--- src/common/pbar_pkg.sv ---
// Package for the power budgeting and access control register bank.
// Assumes a plain register port with 12-bit byte addresses and 32-bit data.
package pbar_pkg;

	// ==========================================================
	// Register byte offsets
	localparam logic [11:0] PBAR_OFF_PB_HDR    = 12'h20c;
	localparam logic [11:0] PBAR_OFF_PB_SEL    = 12'h210;
	localparam logic [11:0] PBAR_OFF_PB_DATA   = 12'h214;
	localparam logic [11:0] PBAR_OFF_PB_ALLOC  = 12'h218;
	localparam logic [11:0] PBAR_OFF_ACS_HDR   = 12'h220;
	localparam logic [11:0] PBAR_OFF_ACS_CTL   = 12'h224;
	localparam logic [11:0] PBAR_OFF_ACS_EGR   = 12'h228;

	// ==========================================================
	// Capability header fields
	localparam logic [15:0] PBAR_PB_CAP_ID     = 16'h0004;
	localparam logic [15:0] PBAR_ACS_CAP_ID    = 16'h000d;
	localparam logic [3:0]  PBAR_CAP_VER       = 4'h1;
	localparam logic [11:0] PBAR_PB_NEXT_UP    = 12'h230;
	localparam logic [11:0] PBAR_PB_NEXT_DN    = 12'h220;
	localparam logic [11:0] PBAR_ACS_NEXT      = 12'h240;

	// ==========================================================
	// Budget selector values and data field defaults
	localparam logic [7:0]  PBAR_SEL_D0_MAX    = 8'h00;
	localparam logic [7:0]  PBAR_SEL_D0_SUST   = 8'h01;
	localparam logic [7:0]  PBAR_SEL_RST       = 8'h00;
	localparam logic [7:0]  PBAR_BASE_PWR_RST  = 8'h04;
	localparam logic [1:0]  PBAR_SCALE_RST     = 2'h0;
	localparam logic [2:0]  PBAR_SUBST_RST     = 3'h0;
	localparam logic [1:0]  PBAR_PMST_RST      = 2'h0;
	localparam logic [2:0]  PBAR_TYPE_RST      = 3'h7;
	localparam logic [2:0]  PBAR_RAIL_RST      = 3'h2;

	// ==========================================================
	// Access control fields
	localparam logic [6:0]  PBAR_ACS_CAPS      = 7'h7f;
	localparam logic [7:0]  PBAR_EGR_SIZE      = 8'h08;
	localparam logic [6:0]  PBAR_ACS_EN_RST    = 7'h00;
	localparam logic [7:0]  PBAR_EGR_RST       = 8'h00;
	localparam int          PBAR_ACS_EN_LSB    = 16;

	// Budget data word as it sits in the register, low field last
	typedef struct packed {
		logic [10:0] rsvd;
		logic [2:0]  rail;
		logic [2:0]  cond_type;
		logic [1:0]  pm_state;
		logic [2:0]  sub_state;
		logic [1:0]  scale;
		logic [7:0]  base_pwr;
	} pbar_budget_s;

	// Access control capability and control word
	typedef struct packed {
		logic [8:0]  rsvd_hi;
		logic [6:0]  enables;
		logic [7:0]  egr_size;
		logic        rsvd_lo;
		logic [6:0]  caps;
	} pbar_acs_ctl_s;

endpackage

--- src/rtl/pbar_regs.sv ---
// Power budgeting and access control configuration register bank.
// Assumes a synchronous register port, strobes one cycle long, and
// a loader that presents preset values with a one-cycle load pulse.
// Register map, byte offsets on the 12-bit address
//   20Ch  Budget header: next pointer, version, identifier; all read-only
//   210h  Budget selector: bits 7:0 writable, the rest read zero
//   214h  Budget data: rail, type, state, sub state, scale, base power
//   218h  System allocated flag in bit 0, loaded from the preset store
//   220h  Access control header, downstream ports only
//   224h  Access control capabilities, vector size and feature enables
//   228h  Egress block vector, eight writable bits
//
// Default budget data word reads 000B_8004h: rail 010b, type 111b,
// state and sub state zero, scale zero, base power 04h.
//
// Hazards and limits
//   Both supported selector values report one stored figure set, so a
//   preset load changes the maximum and the sustained budget together.
//   On the upstream port the access control registers read zero and the
//   enables and egress vector toward the forwarding logic are held off.
//   The strap input is expected to stay static; a change takes effect at
//   once on the read views and on the outputs.
`timescale 1ns/1ns

module pbar_regs
	import pbar_pkg::*;
(
	input  wire logic        ref_clk_i,      // Core clock, 100 MHz
	input  wire logic        rst_i,          // Synchronous reset, active high
	input  wire logic        is_upstream_i,  // High when this port faces upstream
	input  wire logic [11:0] addr_i,         // Register byte address
	input  wire logic [31:0] wdata_i,        // Write data
	input  wire logic        wr_i,           // Write strobe
	input  wire logic        rd_i,           // Read strobe
	output logic      [31:0] rdata_o,        // Read data, cycle after read strobe
	input  wire logic        load_i,         // Preset load pulse
	input  wire logic [7:0]  load_base_pwr_i,// Preset base power in watts
	input  wire logic        load_alloc_i,   // Preset system allocated flag
	output logic      [6:0]  acs_enables_o,  // Feature enables to forwarding logic
	output logic      [7:0]  egress_block_o  // Egress block vector
);

	// ==========================================================
	// Storage
	logic [7:0]  sel_q;
	logic [7:0]  sel_d;
	logic [7:0]  base_pwr_q;
	logic [7:0]  base_pwr_d;
	logic        alloc_q;
	logic        alloc_d;
	logic [6:0]  acs_en_q;
	logic [6:0]  acs_en_d;
	logic [7:0]  egr_q;
	logic [7:0]  egr_d;
	logic [31:0] rdata_q;
	logic [31:0] rdata_d;

	// ==========================================================
	// Address decode
	wire logic hit_pb_hdr   = (addr_i == PBAR_OFF_PB_HDR);
	wire logic hit_pb_sel   = (addr_i == PBAR_OFF_PB_SEL);
	wire logic hit_pb_data  = (addr_i == PBAR_OFF_PB_DATA);
	wire logic hit_pb_alloc = (addr_i == PBAR_OFF_PB_ALLOC);
	// Access control registers vanish on the upstream port
	wire logic acs_present  = !is_upstream_i;
	wire logic hit_acs_hdr  = acs_present && (addr_i == PBAR_OFF_ACS_HDR);
	wire logic hit_acs_ctl  = acs_present && (addr_i == PBAR_OFF_ACS_CTL);
	wire logic hit_acs_egr  = acs_present && (addr_i == PBAR_OFF_ACS_EGR);

	// ==========================================================
	// Read views of each register
	wire logic [11:0] pb_next = is_upstream_i ? PBAR_PB_NEXT_UP : PBAR_PB_NEXT_DN;
	wire logic [31:0] pb_hdr_word = {pb_next, PBAR_CAP_VER, PBAR_PB_CAP_ID};
	wire logic [31:0] acs_hdr_word = {PBAR_ACS_NEXT, PBAR_CAP_VER, PBAR_ACS_CAP_ID};

	// Both supported entries share the same stored figures
	wire logic sel_valid = (sel_q == PBAR_SEL_D0_MAX) || (sel_q == PBAR_SEL_D0_SUST);
	pbar_budget_s budget;
	assign budget.rsvd      = '0;
	assign budget.rail      = PBAR_RAIL_RST;
	assign budget.cond_type = PBAR_TYPE_RST;
	assign budget.pm_state  = PBAR_PMST_RST;
	assign budget.sub_state = PBAR_SUBST_RST;
	assign budget.scale     = PBAR_SCALE_RST;
	assign budget.base_pwr  = base_pwr_q;
	wire logic [31:0] data_word = sel_valid ? budget : 32'h0000_0000;

	pbar_acs_ctl_s acs_ctl;
	assign acs_ctl.rsvd_hi  = '0;
	assign acs_ctl.enables  = acs_en_q;
	assign acs_ctl.egr_size = PBAR_EGR_SIZE;
	assign acs_ctl.rsvd_lo  = 1'b0;
	assign acs_ctl.caps     = PBAR_ACS_CAPS;

	// Read mux, unmapped addresses read zero
	always_comb begin
		if (!rd_i) begin
			rdata_d = rdata_q;
		end else if (hit_pb_hdr) begin
			rdata_d = pb_hdr_word;
		end else if (hit_pb_sel) begin
			rdata_d = {24'h00_0000, sel_q};
		end else if (hit_pb_data) begin
			rdata_d = data_word;
		end else if (hit_pb_alloc) begin
			rdata_d = {31'h0000_0000, alloc_q};
		end else if (hit_acs_hdr) begin
			rdata_d = acs_hdr_word;
		end else if (hit_acs_ctl) begin
			rdata_d = acs_ctl;
		end else if (hit_acs_egr) begin
			rdata_d = {24'h00_0000, egr_q};
		end else begin
			rdata_d = 32'h0000_0000;
		end
	end

	// ==========================================================
	// Next values: only writable fields take write data
	assign sel_d      = (wr_i && hit_pb_sel) ? wdata_i[7:0] : sel_q;
	assign acs_en_d   = (wr_i && hit_acs_ctl)
		? wdata_i[PBAR_ACS_EN_LSB +: 7] : acs_en_q;
	assign egr_d      = (wr_i && hit_acs_egr) ? wdata_i[7:0] : egr_q;
	// Read-only figures change only from the preset loader
	assign base_pwr_d = load_i ? load_base_pwr_i : base_pwr_q;
	assign alloc_d    = load_i ? load_alloc_i : alloc_q;

	// Register update
	always_ff @(posedge ref_clk_i) begin
		if (rst_i) begin
			sel_q      <= PBAR_SEL_RST;
			base_pwr_q <= PBAR_BASE_PWR_RST;
			alloc_q    <= 1'b0;
			acs_en_q   <= PBAR_ACS_EN_RST;
			egr_q      <= PBAR_EGR_RST;
			rdata_q    <= 32'h0000_0000;
		end else begin
			sel_q      <= sel_d;
			base_pwr_q <= base_pwr_d;
			alloc_q    <= alloc_d;
			acs_en_q   <= acs_en_d;
			egr_q      <= egr_d;
			rdata_q    <= rdata_d;
		end
	end

	// ==========================================================
	// Outputs; controls held off on the upstream port
	assign rdata_o        = rdata_q;
	assign acs_enables_o  = acs_present ? acs_en_q : PBAR_ACS_EN_RST;
	assign egress_block_o = acs_present ? egr_q : PBAR_EGR_RST;

endmodule

--- config.mk ---
export PLATFORM = sky130hd
export DESIGN_NAME = pbar_regs
export DESIGN_NICKNAME = d
export VERILOG_FILES = /design/src/common/pbar_pkg.sv /design/src/rtl/pbar_regs.sv
export SDC_FILE = /design/constraint.sdc
export NUM_CORES = 1
export LEC_CHECK = 0
export ABC_AREA = 1
export BUFFER_PORTS_ARGS = -buffer_cell sky130_fd_sc_hd__buf_2
export CAP_MARGIN = 20
export CORE_UTILIZATION = 30
export CTS_BUF_LIST = sky130_fd_sc_hd__clkbuf_16
export CTS_CLUSTER_SIZE = 30
export DETAILED_ROUTE_END_ITERATION = 6
export HOLD_SLACK_MARGIN = 0.05
export PLACE_DENSITY = 0.63
export SLEW_MARGIN = 10
export SYNTH_ARGS = -nofsm -noshare
export SYNTH_HDL_FRONTEND = slang
export SYNTH_SLANG_ARGS = --single-unit
--- constraint.sdc ---
create_clock -name ref_clk_i -period 1.6 [get_ports ref_clk_i]
set_input_delay 0.24 -clock ref_clk_i [delete_from_list [all_inputs] [get_ports ref_clk_i]]
set_output_delay 0.24 -clock ref_clk_i [all_outputs]
set_load 0.05 [all_outputs]
Word level (Yosys, flattened, before mapping)
Index checks and enable logic that the tools add are counted.

storage, ports and cells
  word-level logic and storage cells = 34
  bits in registers = 64

cells by class
  reductions and logical operators = 9
  eq/ne operators = 8
  mux-type cells = 11

operators with widths
  operator                                                count
  2-to-1 mux 30 bit                                       5
  equality test 12 x 10 -> 1 bit (second input constant)  7
  2-to-1 mux 23 bit                                       1
  2-to-1 mux 20 bit                                       1
  2-to-1 mux 8 bit                                        2
  equality test 8 x 1 -> 1 bit (second input constant)    1
  logical NOT 8 bit                                       1
  2-to-1 mux 7 bit                                        1
  logical AND 1 bit                                       6
  2-to-1 mux 5 bit                                        1
  logical NOT 1 bit                                       1
  logical OR 1 bit                                        1

Longest topological paths before layout
  depth in word-level cells = 9
  depth in mapped cells = 12

Least setup slack after synthesis
OpenSTA, ideal clock, no wires.

  path type = input-to-output
  start = in is_upstream_i
  end = out acs_enables_o[0]
  arrival time = 1271 ps
  stages = 3
  path slack = 89 ps
  buffers on the path = 2
  required time = 1360 ps
  path through = buf_2 > buf_1 > nor2_1

between the ends
  word-level cells in the longest chain between the ends = 1

ends and longest elaborated chain
  item              line              source
  start, declared   pbar_regs.sv:30   input wire logic is_upstream_i,
  2-to-1 mux 7 bit  pbar_regs.sv:150  assign acs_enables_o = acs_present ? acs_en_q : PBAR_ACS_EN_RST;
  end, declared     pbar_regs.sv:39   output logic [6:0] acs_enables_o,

Every way passes these cells.

Final worst setup path
  start = reg sel_q[5]
  end = reg rdata_q[4], in the netlist rdata_o[4]

between the ends
  word-level cells in the longest chain between the ends = 6

ends and longest elaborated chain
  item                                                               line              source
  start, declared                                                    pbar_regs.sv:45   logic [7:0] sel_q;
  start signal, assigned                                             pbar_regs.sv:138  sel_q <= sel_d;
  equality test 8 x 1 -> 1 bit or logical NOT 8 bit (tied branches)  pbar_regs.sv:77   wire logic sel_valid = (sel_q == PBAR_SEL_D0_MAX) || (sel_q == PBAR_SEL_D0_SUST);
  logical OR 1 bit (*)                                               pbar_regs.sv:77
  2-to-1 mux 20 bit (*)                                              pbar_regs.sv:86   wire logic [31:0] data_word = sel_valid ? budget : 32'h0000_0000;
  2-to-1 mux 30 bit (*)                                              pbar_regs.sv:103  end else if (hit_pb_data) begin
  2-to-1 mux 30 bit (*)                                              pbar_regs.sv:101  end else if (hit_pb_sel) begin
  2-to-1 mux 30 bit (*)                                              pbar_regs.sv:99   end else if (hit_pb_hdr) begin
  end signal, assigned                                               pbar_regs.sv:143  rdata_q <= rdata_d;
  end, declared                                                      pbar_regs.sv:55   logic [31:0] rdata_q;

Every way passes the cells marked *; elsewhere a longest branch is shown, timed or not.
A chain may end at the register's enable or synchronous reset.

==> results.sh <==
export IMPL_cts_tree="built"
export IMPL_die_w_um=94.04
export IMPL_start_util_pct=30.93
export IMPL_via_per_inst=4.507
export IMPL_antenna_found_initial=0
export IMPL_fmax_mhz=745.8
export IMPL_die_h_um=94.04
export IMPL_ys_seq_area_share_pct=41.75
export IMPL_pwr_share_seq_pct=48.1
export IMPL_period_share_pct=83.81
export IMPL_grt_pass1_vias=2282
export IMPL_fin_cells=537
export IMPL_yosys_cell_types_count=29
export IMPL_cts_buffers=5
export IMPL_multi_input_area_um2=1166
export IMPL_min_path_type="primary input to flip-flop"
export IMPL_ioPinCount=106
export IMPL_p_leak_nw=1.508
export IMPL_regArea_um2=1061
export IMPL_hold_ws_ns=0.1614
export IMPL_r2r_start="sel_q[5]$_SDFFE_PP0P_"
export IMPL_syn2layout_area_growth_pct=24.27
export IMPL_yosys_warnings=0
export IMPL_clock_sinks=53
export IMPL_nFillCells=893
export IMPL_cts_max_path_buffers=2
export IMPL_die_area_um2=8843
export IMPL_grt_usage_pct=15.43
export IMPL_crit_start="sel_q[5]$_SDFFE_PP0P_"
export IMPL_final_max_slew_viol_count=0
export IMPL_drt_pass1_iterations=4
export IMPL_timing_hold_violations_final=0
export IMPL_post_route_min_period_ns=1.341
export IMPL_ff2ff_setup_slack_ns=0.26
export IMPL_dp_cells=529
export IMPL_path_clk_slew_ns=0.06
export IMPL_arrival_ns=1.56
export IMPL_syn_avg_cell_area_um2=7.199
export IMPL_power_density_nw_per_um2=890.9
export IMPL_status="finished, final reports clean"
export IMPL_utilization_pct=38.43
export IMPL_r2r_cells=9
export IMPL_dp_hpwl_mm=5.037
export IMPL_critPathCapture="rdata_o[4]$_SDFFE_PP0P_"
export IMPL_cp_end_kind="flip-flop"
export IMPL_layout_drive_gt1_share_pct=28.70
export IMPL_drt_antenna_violating_nets=0
export IMPL_reg2reg_to="rdata_o[4]$_SDFFE_PP0P_"
export IMPL_wl_mm=6.455
export IMPL_cts_hold_buf=0
export IMPL_num_vias=2420
export IMPL_route_detailed_drc=0
export IMPL_wl_per_cell_um=12.02
export IMPL_ctsResizeCount=0
export IMPL_antenna_cells=0
export IMPL_clock_skew_final_ns=0.005115
export IMPL_grt_max_degree=29
export IMPL_synthesis_instances=353
export IMPL_grt_pass1_wl_mm=10.58
export IMPL_syn_cell_area_um2=2541
export IMPL_fin_setup_tns_ns=0
export IMPL_synth_seq_cells=53
export IMPL_setup_violations=0
export IMPL_start_kind="flip-flop"
export IMPL_cp_required_ns=1.82
export IMPL_grt_ovfl_total=0
export IMPL_p_clk_share_pct=42.0
export IMPL_row_count=33
export IMPL_rsz0062_at_grt="no"
export IMPL_dr_first_iter_drc_count=154
export IMPL_root_buffer="clkbuf_16"
export IMPL_io_buffers=77
export IMPL_maxCapViolations=0
export IMPL_core_um2=8217
export IMPL_irDropWorstVdd_v=0.0004186
export IMPL_p_sw_uw=662.7
export IMPL_htree_levels=2
export IMPL_gp_congestion=0.8867
export IMPL_worstHoldStart="load_base_pwr_i[2]"
export IMPL_crit_path_max_fanout=10
export IMPL_netSwitchingFraction_pct=23.55
export IMPL_clk_insertion_delay_late_ns=0.29
export IMPL_combPwrFrac_pct=9.9
export IMPL_cts_setup_buffers=0
export IMPL_worstSetupPathType="flip-flop to flip-flop"
export IMPL_final_nets=490
export IMPL_intPower_mw=2.151
[worst min path at each step]
stage,endpoint,cells past startpoint,slack [ns]
2_1_floorplan,base_pwr_q[2]$_SDFFE_PP1P_,2,0.37
3_3_place_gp,rdata_o[15]$_SDFFE_PP0P_,2,0.45
3_5_place_dp,rdata_o[4]$_SDFFE_PP0P_,2,0.46
4_1_cts,base_pwr_q[2]$_SDFFE_PP1P_,3,0.16
5_1_grt,base_pwr_q[2]$_SDFFE_PP1P_,3,0.17
6_report,base_pwr_q[2]$_SDFFE_PP1P_,3,0.16
[cell usage in the layout (no fill, tap or decap), types with 2 or more instances in the layout]
master	count
a21oi_1	43
nand2_1	46
a21oi_2	4
clkinv_1	2
nor2_4	4
inv_1	44
dfxtp_1	53
nand2_2	9
nor2_2	6
a31oi_1	2
o21ai_2	3
inv_2	3
nor3_1	3
buf_2	77
nand3_1	16
buf_4	10
conb_1	11
o21ai_0	39
nor2_1	42
clkbuf_16	5
o21ai_1	3
[Yosys cell counts, drive strengths merged]
master	instances	area [um^2]
o21ai	45	236.5
o31ai	1	7.510
a31oi	2	12.51
nand4	1	6.260
nor3	3	15.01
buf	20	152.7
nand3	16	80.08
clkinv	1	3.750
nor2	53	260.3
nand2	56	240.2
a21oi	47	250.2
clkbuf	6	22.52
o221ai	1	8.760
dfxtp	53	1061
conb	1	3.750
o21a	1	7.510
inv	46	172.7
[through the flow]
step / power [mW] / area, um^2 / setup slack (ns)
2_1_floorplan: 1.584 / 2579 / 0.08920
3_3_place_gp: 1.659 / 2995 / 0.02886
6_report: 2.814 / 3158 / 0.2591
5_1_grt: 2.927 / 3158 / 0.09023
3_5_place_dp: 1.663 / 2995 / -0.009224
4_1_cts: 2.843 / 3158 / 0.2543
[logic make-up after synthesis]
logic type             after synthesis  share of synthesized area (%)
and+or+nand+nor                    129                          23.68
AOI/OAI and AO/OA                   97                          20.58
buffers and inverters               73                          13.84
DFF                                 53                          41.75
other                                1                         0.1476
[worst max-delay path, cell delays in order, from the launching register on]
cell     delay (ns)
dfxtp_1        0.30
inv_1          0.11
nand3_1        0.09
nor2_1         0.10
inv_1          0.09
nor2_8         0.19
nand2_1        0.07
nand2_1        0.07
o21ai_0        0.12
a21oi_1        0.14
[state kept, by name, indices dropped and copies added (netlist names)]
register,flops
acs_en_q,7
alloc_q,1
base_pwr_q,8
egr_q,8
rdata_o,21
sel_q,8
[per-layer routing]
layer  part of all wire (%)  wire [um]  up-vias  track usage, %
li1                       -          -     1260               -
met1                     46       2980     1082           20.38
met2                     46       2971       70           24.94
met3                    6.1        394        8           3.398
met4                    1.7        110        0           4.744
met5                      0          0        -               0
[layout make-up]
class / instances / share of cell area (%)
multi-input combinational: 237 / 36.93
sequential: 53 / 33.60
clock inverter: 3 / 1.189
clock buffer: 5 / 3.962
tap: 105 / 4.160
timing repair buffer: 87 / 14.58
inverter: 47 / 5.586
[power by group through the flow]
stage               registers (mW)  logic (mW)  clock network (mW)
finish                        1.35       0.280                1.18
global placement              1.38       0.277                   0
floorplan                     1.40       0.184                   0
detailed placement            1.38       0.280                   0
CTS                           1.35       0.282                1.21
global route                  1.35       0.311                1.26
No activity file was read; power rests on OpenSTA's default activity.
